`config.mk`:
```
export PLATFORM = sky130hd
export DESIGN_NAME = uasd_decoder_flat
export DESIGN_NICKNAME = d
export VERILOG_FILES = /design/src/uasd_pkg.sv /design/src/uasd_bus_if.sv /design/src/uasd_decoder.sv /design/src/flat_wrapper.sv
export SDC_FILE = /design/constraint.sdc
export NUM_CORES = 1
export LEC_CHECK = 0
export BUFFER_PORTS_ARGS = -buffer_cell sky130_fd_sc_hd__buf_2
export CORE_AREA = 2 2 80 82
export CTS_CLUSTER_DIAMETER = 60
export DETAILED_ROUTE_END_ITERATION = 6
export DIE_AREA = 0 0 82 84
export GPL_TIMING_DRIVEN = 0
export PLACE_DENSITY = 0.74
export REMOVE_ABC_BUFFERS = 1
export SYNTH_ARGS = -nofsm -noshare
export SYNTH_HDL_FRONTEND = slang
export SYNTH_SLANG_ARGS = --single-unit
```
`constraint.sdc`:
```
create_clock -name MCLK -period 1.95 [get_ports MCLK]
set_input_delay 0.39 -clock MCLK [delete_from_list [all_inputs] [get_ports MCLK]]
set_output_delay 0.39 -clock MCLK [all_outputs]
set_load 0.01 [all_outputs]
```
`src/uasd_pkg.sv`:
```
// Purpose: Shared constants, region type and decode function for the address decoder
// Assumes: 16-bit address and data, byte-addressed little-endian map
// Notes: Both bus ends use region_of so they agree on every boundary
package uasd_pkg;

   // ----------------------------------------------------------------
   // Widths
   // ----------------------------------------------------------------
   localparam int ADDR_W = 16;               // 64 KB byte address space
   localparam int DATA_W = 16;               // Word width of the core
   localparam int BYTE_W = 8;                // One byte lane

   // ----------------------------------------------------------------
   // Region boundaries (inclusive)
   // ----------------------------------------------------------------
   localparam logic [15:0] SFB_LO = 16'h0000;     // Special-function byte area
   localparam logic [15:0] SFB_HI = 16'h000f;
   localparam logic [15:0] PER8_LO = 16'h0010;    // Byte-wide peripherals
   localparam logic [15:0] PER8_HI = 16'h00ff;
   localparam logic [15:0] PER16_LO = 16'h0100;   // Word-wide peripherals
   localparam logic [15:0] PER16_HI = 16'h01ff;
   localparam logic [15:0] RAM_LO = 16'h0200;     // RAM start is fixed
   localparam logic [15:0] RAM_HI_DEF = 16'h09ff; // Default top of fitted RAM
   localparam logic [15:0] PMEM_LO_DEF = 16'hf000; // Default start of program memory
   localparam logic [15:0] PMEM_HI = 16'hffff;    // Program memory always ends here
   localparam logic [15:0] VEC_LO = 16'hffe0;     // Top sixteen words hold vectors
   localparam logic [15:0] VEC_TOP = 16'hfffe;    // Highest-priority vector word

   // ----------------------------------------------------------------
   // Lane constants
   // ----------------------------------------------------------------
   localparam logic [1:0] BE_LO = 2'h1;      // Low lane, even byte
   localparam logic [1:0] BE_HI = 2'h2;      // High lane, odd byte
   localparam logic [1:0] BE_BOTH = 2'h3;    // Whole word
   localparam logic [1:0] BE_NONE = 2'h0;
   localparam logic [7:0] BYTE_ZERO = 8'h00; // Fill for byte results
   localparam logic [15:0] WORD_ZERO = 16'h0000;

   // ----------------------------------------------------------------
   // Regions; RG_NONE is the unmapped hole
   // ----------------------------------------------------------------
   typedef enum {RG_SFB, RG_PER8, RG_PER16, RG_RAM, RG_PMEM, RG_NONE} uasd_region_e;
   localparam int NUM_REGIONS = 5;           // Selectable regions, RG_NONE excluded

   // Map one byte address to its region
   function automatic uasd_region_e region_of(input logic [15:0] a,
                                              input logic [15:0] ram_hi,
                                              input logic [15:0] pmem_lo);
      uasd_region_e r;
      r = RG_NONE;
      if (a <= SFB_HI) begin
         r = RG_SFB;
      end else if (a <= PER8_HI) begin
         r = RG_PER8;
      end else if (a <= PER16_HI) begin
         r = RG_PER16;
      end else if (a <= ram_hi) begin
         r = RG_RAM;
      end else if (a >= pmem_lo) begin
         r = RG_PMEM;
      end
      return r;
   endfunction

endpackage

```
`src/uasd_bus_if.sv`:
```
// Purpose: Shared address and data bus between a master and the decoder
// Assumes: One clock; master holds a request until acknowledged
// Notes: Read and write data travel on separate one-way halves
`timescale 1ns/1ns
`default_nettype none
interface uasd_bus_if;
   logic req;                        // Access request, held until ack
   logic wr;                         // 1 write, 0 read
   logic byte_acc;                   // 1 byte access, 0 word access
   logic fetch;                      // Instruction fetch
   logic [15:0] shared_address_bus;  // Byte address
   logic [15:0] shared_data_bus_wr;  // Write data, byte in low lane
   logic ack;                        // One-cycle completion
   logic [15:0] shared_data_bus_rd;  // Read result, byte right-justified

   modport dev (input req, wr, byte_acc, fetch, shared_address_bus, shared_data_bus_wr,
                output ack, shared_data_bus_rd);
   modport mst (output req, wr, byte_acc, fetch, shared_address_bus, shared_data_bus_wr,
                input ack, shared_data_bus_rd);
endinterface
`default_nettype wire

```
`src/uasd_decoder.sv`:
```
// Purpose: Decoder end: routes each mapped shared-bus access to one region with lane handling
// Assumes: Regions answer reads combinationally in the select cycle
// Notes: One access per request; select and write strobe last one cycle
// Notes on behaviour
// - One 64 KB map shared by everything
// - Lowest sixteen bytes are byte-only function area
// - 010h-0FFh selects byte-wide peripheral region
// - Word read of byte peripheral: upper byte undefined
// - Word write to byte peripheral writes low byte
// - 0100h-01FFh selects word-wide peripheral region
// - Byte access to word peripheral: even, upper zero
// - Program memory ends 0FFFFh, start is parameter
// - Top sixteen words are vectors, top 0FFFEh
// - Fetches always use even addresses
// - Bytes any address, words even only
// - Low byte even address, high byte odd
// - Program memory serves fetches and data reads
// - One shared address bus and data bus
`timescale 1ns/1ns
`default_nettype none
module uasd_decoder #(
   parameter logic [15:0] RAM_HI = uasd_pkg::RAM_HI_DEF,
   parameter logic [15:0] PMEM_LO = uasd_pkg::PMEM_LO_DEF
) (
   // Clock and reset
   input wire logic MCLK,
   input wire logic RESET,
   // Shared bus from the masters
   uasd_bus_if.dev bus,
   // Region selects, one bit per region
   output logic [uasd_pkg::NUM_REGIONS-1:0] REGION_SEL,
   // Region access signals, common to all regions
   output logic [15:0] REGION_ADDR,
   output logic REGION_WE,
   output logic [1:0] REGION_BE,
   output logic [15:0] REGION_WDATA,
   // Region read data, one word per region
   input wire logic [uasd_pkg::NUM_REGIONS-1:0][15:0] REGION_RDATA,
   // Status of the last access
   output logic ACCESS_FAULT,
   output logic VECTOR_HIT
);

   // ----------------------------------------------------------------
   // Decode
   // ----------------------------------------------------------------
   logic ack_reg;                         // Completion flag toward the master
   logic [15:0] rdata_reg;                // Registered read result
   logic fault_reg;                       // Last access broke an access rule
   logic vec_reg;                         // Last access hit the vector table
   logic live;                            // First cycle of a request
   logic odd;                             // Byte lane select
   logic narrow;                          // Region holds byte-wide registers
   logic fault;                           // Access breaks a width or alignment rule
   logic [15:0] lane_word;                // Word read from the selected region
   logic [15:0] rdata_next;               // Result after lane handling
   uasd_pkg::uasd_region_e region;        // Region of the current address

   // A held request counts once: the ack cycle is masked out
   assign live = bus.req && !ack_reg;
   assign odd = bus.shared_address_bus[0];
   // Full 16-bit address covers the 64 KB map directly
   assign region = uasd_pkg::region_of(bus.shared_address_bus, RAM_HI, PMEM_LO);
   assign narrow = (region == uasd_pkg::RG_SFB) || (region == uasd_pkg::RG_PER8);

   // One select per region, only in the live cycle; RG_NONE drives none
   genvar gi;
   generate
      for (gi = 0; gi < uasd_pkg::NUM_REGIONS; gi++) begin : g_sel
         assign REGION_SEL[gi] = live && (region == uasd_pkg::uasd_region_e'(gi));
      end
   endgenerate

   // ----------------------------------------------------------------
   // Write path
   // ----------------------------------------------------------------
   // Words always land on the even address; the stray bit is dropped
   assign REGION_ADDR = {bus.shared_address_bus[15:1], 1'b0};
   // Program memory is read-only on this bus; writes there are not strobed
   assign REGION_WE = live && bus.wr && (region != uasd_pkg::RG_NONE)
                      && (region != uasd_pkg::RG_PMEM);

   // Byte enables and lane placement
   always_comb begin
      if (bus.byte_acc) begin
         // Byte copied to both lanes; enable picks the even or odd one
         REGION_BE = odd ? uasd_pkg::BE_HI : uasd_pkg::BE_LO;
         REGION_WDATA = {bus.shared_data_bus_wr[7:0], bus.shared_data_bus_wr[7:0]};
      end else if (narrow) begin
         // Word write to a byte register keeps only the low byte
         REGION_BE = uasd_pkg::BE_LO;
         REGION_WDATA = bus.shared_data_bus_wr;
      end else begin
         REGION_BE = uasd_pkg::BE_BOTH;
         REGION_WDATA = bus.shared_data_bus_wr;
      end
   end

   // ----------------------------------------------------------------
   // Read path
   // ----------------------------------------------------------------
   always_comb begin
      lane_word = uasd_pkg::WORD_ZERO;
      // Unmapped holes read as zero so the master never stalls
      if (region != uasd_pkg::RG_NONE) begin
         lane_word = REGION_RDATA[region];
      end
      if (bus.byte_acc) begin
         // Byte result is right-justified with a zero upper byte
         rdata_next = {uasd_pkg::BYTE_ZERO, odd ? lane_word[15:8] : lane_word[7:0]};
      end else begin
         // Byte peripheral upper lane is passed through as found, not defined
         rdata_next = lane_word;
      end
   end

   // Access faults: odd words or fetches, words to the function area,
   // odd bytes in the word peripheral region
   always_comb begin
      fault = 1'b0;
      if (!bus.byte_acc && odd) begin
         fault = 1'b1;
      end
      if (bus.fetch && odd) begin
         fault = 1'b1;
      end
      if (!bus.byte_acc && (region == uasd_pkg::RG_SFB)) begin
         fault = 1'b1;
      end
      if (bus.byte_acc && odd && (region == uasd_pkg::RG_PER16)) begin
         fault = 1'b1;
      end
   end

   // ----------------------------------------------------------------
   // Registers
   // ----------------------------------------------------------------
   // Completion: one ack per request, one cycle after it is taken
   always_ff @(posedge MCLK or posedge RESET) begin
      if (RESET) begin
         ack_reg <= 1'b0;
      end else begin
         ack_reg <= live;
      end
   end

   // Read data captured in the select cycle
   always_ff @(posedge MCLK or posedge RESET) begin
      if (RESET) begin
         rdata_reg <= uasd_pkg::WORD_ZERO;
      end else if (live && !bus.wr) begin
         rdata_reg <= rdata_next;
      end
   end

   // Status of the access just taken
   always_ff @(posedge MCLK or posedge RESET) begin
      if (RESET) begin
         fault_reg <= 1'b0;
         vec_reg <= 1'b0;
      end else if (live) begin
         fault_reg <= fault;
         vec_reg <= (bus.shared_address_bus >= uasd_pkg::VEC_LO);
      end
   end

   assign bus.ack = ack_reg;
   assign bus.shared_data_bus_rd = rdata_reg;
   assign ACCESS_FAULT = fault_reg;
   assign VECTOR_HIT = vec_reg;

endmodule
`default_nettype wire

```
`src/flat_wrapper.sv`:
```
// flat-port wrapper written by rule: the top's interface ports become plain ports
module uasd_decoder_flat 
#(
   parameter logic [15:0] RAM_HI = uasd_pkg::RAM_HI_DEF,
   parameter logic [15:0] PMEM_LO = uasd_pkg::PMEM_LO_DEF
)
  (MCLK, RESET, REGION_SEL, REGION_ADDR, REGION_WE, REGION_BE, REGION_WDATA, REGION_RDATA, ACCESS_FAULT, VECTOR_HIT, bus_req, bus_wr, bus_byte_acc, bus_fetch, bus_shared_address_bus, bus_shared_data_bus_wr, bus_ack, bus_shared_data_bus_rd);
  uasd_bus_if bus_i ();
  input wire logic MCLK;
  input wire logic RESET;
  output logic [uasd_pkg::NUM_REGIONS-1:0] REGION_SEL;
  output logic [15:0] REGION_ADDR;
  output logic REGION_WE;
  output logic [1:0] REGION_BE;
  output logic [15:0] REGION_WDATA;
  input wire logic [uasd_pkg::NUM_REGIONS-1:0][15:0] REGION_RDATA;
  output logic ACCESS_FAULT;
  output logic VECTOR_HIT;
  input wire logic [$bits(bus_i.req)-1:0] bus_req;
  input wire logic [$bits(bus_i.wr)-1:0] bus_wr;
  input wire logic [$bits(bus_i.byte_acc)-1:0] bus_byte_acc;
  input wire logic [$bits(bus_i.fetch)-1:0] bus_fetch;
  input wire logic [$bits(bus_i.shared_address_bus)-1:0] bus_shared_address_bus;
  input wire logic [$bits(bus_i.shared_data_bus_wr)-1:0] bus_shared_data_bus_wr;
  output wire logic [$bits(bus_i.ack)-1:0] bus_ack;
  output wire logic [$bits(bus_i.shared_data_bus_rd)-1:0] bus_shared_data_bus_rd;
  assign bus_i.req = bus_req;
  assign bus_i.wr = bus_wr;
  assign bus_i.byte_acc = bus_byte_acc;
  assign bus_i.fetch = bus_fetch;
  assign bus_i.shared_address_bus = bus_shared_address_bus;
  assign bus_i.shared_data_bus_wr = bus_shared_data_bus_wr;
  assign bus_ack = bus_i.ack;
  assign bus_shared_data_bus_rd = bus_i.shared_data_bus_rd;
  uasd_decoder #(.RAM_HI(RAM_HI), .PMEM_LO(PMEM_LO)) u_core (.MCLK(MCLK), .RESET(RESET), .bus(bus_i), .REGION_SEL(REGION_SEL), .REGION_ADDR(REGION_ADDR), .REGION_WE(REGION_WE), .REGION_BE(REGION_BE), .REGION_WDATA(REGION_WDATA), .REGION_RDATA(REGION_RDATA), .ACCESS_FAULT(ACCESS_FAULT), .VECTOR_HIT(VECTOR_HIT));
endmodule
```
==> flow_summary_export.csv <==
group,metric,value,unit
finish,fin_util,0.5392,
grt,grt_first_pass_wirelength,13190,µm
critical_path,cp.arrival,1.72,ns
critical_path,endpoint_kind,"output pin",
place,port_buffers,169,
timing,period_minus_slack,2.113,ns
grt,grt_overflow,0,
floorplanning,die_x,82,µm
critical_path,startpoint_type,"input pin",
synth,synth_area_per_cell,7.666,µm²
place,place_inst,482,
clock_tree,clkSlewWorstSetupHoldPaths,0.07,ns
finish,area_growth,55.90,%
clock_tree,cts-root-buf,"clkbuf_8",
floorplanning,start_util,0.3459,
floorplanning,ios,177,
synth,synthFlopType,"dfrtp_1",
routing,drt_first_pass_iters,4,
critical_path,crit_type,"input pin to output pin",
min_path,hold_class,"input pin to asynchronous set/reset pin",
critical_path,cp_max_fo,5,
timing,maxSlewViolCount,0,
finish,final_cells,515,
synth,netlist_area,0.002108,mm²
timing,fin_skew,0.005554,ns
routing,final_antenna_net_count,0,
power_and_ir_drop,p_per_area,377.3,mW/mm²
finish,largest_reg_flops,16,
timing,hold_ws,0.2749,ns
critical_path,cp_slowest_stage_delay,0.60,ns
critical_path,cp_num_buf_inv,3,
timing,worst_slack,-0.1631,ns
floorplanning,die_y,84,µm
grt,track_usage,0.2521,
finish,n_antenna_cell,0,
place,dp_slack,-2.105,ns
floorplanning,num_rows,29,
routing,drc_errors,0,
critical_path,path_delay_family,"simple AND/OR/NAND/NOR gates",
critical_path,startpoint,"bus_shared_address_bus[15]",
run_status,violations,"negative setup slack",
grt,first_global_vias,2676,
finish,layout_commonest_cell,"buf_2",
finish,final_cell_area,0.003287,mm²
place,dp_hpwl,6641,µm
power_and_ir_drop,power,1.240,mW
clock_tree,cts_buffer_depth,2,
timing,worst_slew_pin_slew,0.7751,ns
floorplanning,fp.dieArea,0.006888,mm²
routing,wire_per_inst,17.66,µm
grt,antenna_found_initial,1,
job,cap_violations,0,
critical_path,worstReg2RegStart,"u_core.bus.ack$_DFF_PP0_",
routing,num_vias,2776,
synth,synth.top_cell.area_share,0.2255,
timing,slew_headroom,0.4827,
finish,final_nets,557,
critical_path,cpMaxStageDelayCell,"or4_4",
power_and_ir_drop,leakage,1.656,nW
timing,setup_tns,-1.351,ns
synth,yosysSeqAreaShare,0.2255,
clock_tree,tritoncts,"done",
routing,via_per_inst,5.390,
finish,most-common-layout-cells,"buf_2, nand2_1, buf_4",
place,gp_congestion,0.8397,
timing,rsz0062_at_grt,"yes",
clock_tree,h-tree-depth,1,
routing,routed_wl,9094,µm
timing,setup_viol,19,
place,place_area,0.002800,mm²
synth,syn_inst,275,
synth,yosys_register_bits,19,
synth,synthArstFlopShare,1.000,
timing,hold_violations,0,
synth,synth.distinct_cells,60,
critical_path,crit_chain,"buf_8 -> or4_4 -> nor2_4 -> buf_6 -> and3_4 -> buf_6",
timing,min_period_over_period,1.084,
run_status,outcome,"finished, violations left",
finish,drive_above_1_share,0.5662,
clock_tree,clock_latency,0.26,ns
routing,first_iter_violations,215,
synth,yosys_warnings,0,
clock_tree,cts_buffers,3,
clock_tree,clkSinkCount,19,
synth,yosysTopAreaCell,"dfrtp_1",
synth,synth_edf_count,0,
critical_path,cp.required,1.56,ns
finish,fill_cells,591,
floorplanning,coreArea,0.006096,mm²
timing,timing.fmax,0.4732,GHz
power_and_ir_drop,peakVddDrop,192.9,µV
critical_path,cp_common_cell,"buf_6",
grt,grt_max_degree,21,
synth,synth_area_leaders,"dfrtp_1, buf_4, a21oi_1, nand2_1, nor2_1",
-- layout make-up --
cell class                 count  area (µm²)  share of cell area
clock buffer                   4       45.04             0.01370
timing repair buffer         198        1117              0.3399
tap                           77       96.34             0.02931
inverter                       8       30.03            0.009136
multi-input combinational    209        1523              0.4633
sequential                    19       475.5              0.1447
-- synth_stat cells (all sizes together) (7+ instances only) --
library cell,number
nor2,28
clkbuf,10
nand2,31
dfrtp,19
inv,8
buf,29
a21oi,24
mux2,9
mux2i,7
and3,7
nor3,9
o21ai,18
-- path summary, 6_finish.rpt --
path	to	slack, ns	cells after the start
hold reg to reg	u_core.VECTOR_HIT$_DFFE_PP0P_	0.49	2
setup / recovery	REGION_WE	-0.16	6
hold / removal	u_core.bus.shared_data_bus_rd[7]$_DFFE_PP0P_	0.27	2
min in group MCLK	u_core.bus.shared_data_bus_rd[0]$_DFFE_PP0P_	0.40	3
max in group asynchronous	u_core.ACCESS_FAULT$_DFFE_PP0P_	1.19	2
setup reg to reg	u_core.bus.shared_data_bus_rd[0]$_DFFE_PP0P_	0.03	7
-- where the power goes --
part / total (mW) / internal, mW / switching, mW
combinational: 0.520 / 0.242 / 0.278
clock: 0.275 / 0.145 / 0.130
sequential: 0.445 / 0.427 / 0.0176
-- worst reg2reg max path, cell delays in order (launching register included) --
cell and delay (ns):
dfrtp_1 0.39, nand2b_1 0.29, inv_2 0.19, nand2b_4 0.19, nor2_4 0.22, nand2_1 0.10
a311o_1 0.36, o2111ai_1 0.11
-- per-layer routing --
metal / GRT usage / part of all wire
met1: 0.2978 / 0.38
met3: 0.06061 / 0.11
met4: 0.02121 / 0.010
met2: 0.4678 / 0.51
met5: 0 / 0
-- cells by family (layout without fill, tap and decap cells) --
family / Yosys count / count (layout) / synth area share
AND/OR/NAND/NOR: 103 / 103 / 0.2582
AO/OA/AOI/OAI: 85 / 85 / 0.2795
buffers and inverters: 47 / 210 / 0.1329
flip-flops: 19 / 19 / 0.2255
multiplexers: 16 / 16 / 0.08309
adder cells (fa/ha/maj): 4 / 4 / 0.01899
other: 1 / 1 / 0.001779
-- timing repair --
item | in CTS | in global routing
gates resized for setup | 33 | 15
setup buffers | 21 | 8
endpoints found under the setup margin | 24 | 21
pin swaps | 14 | 17
hold buffers | 0 | 0
No activity file was read; power rests on OpenSTA's default activity.
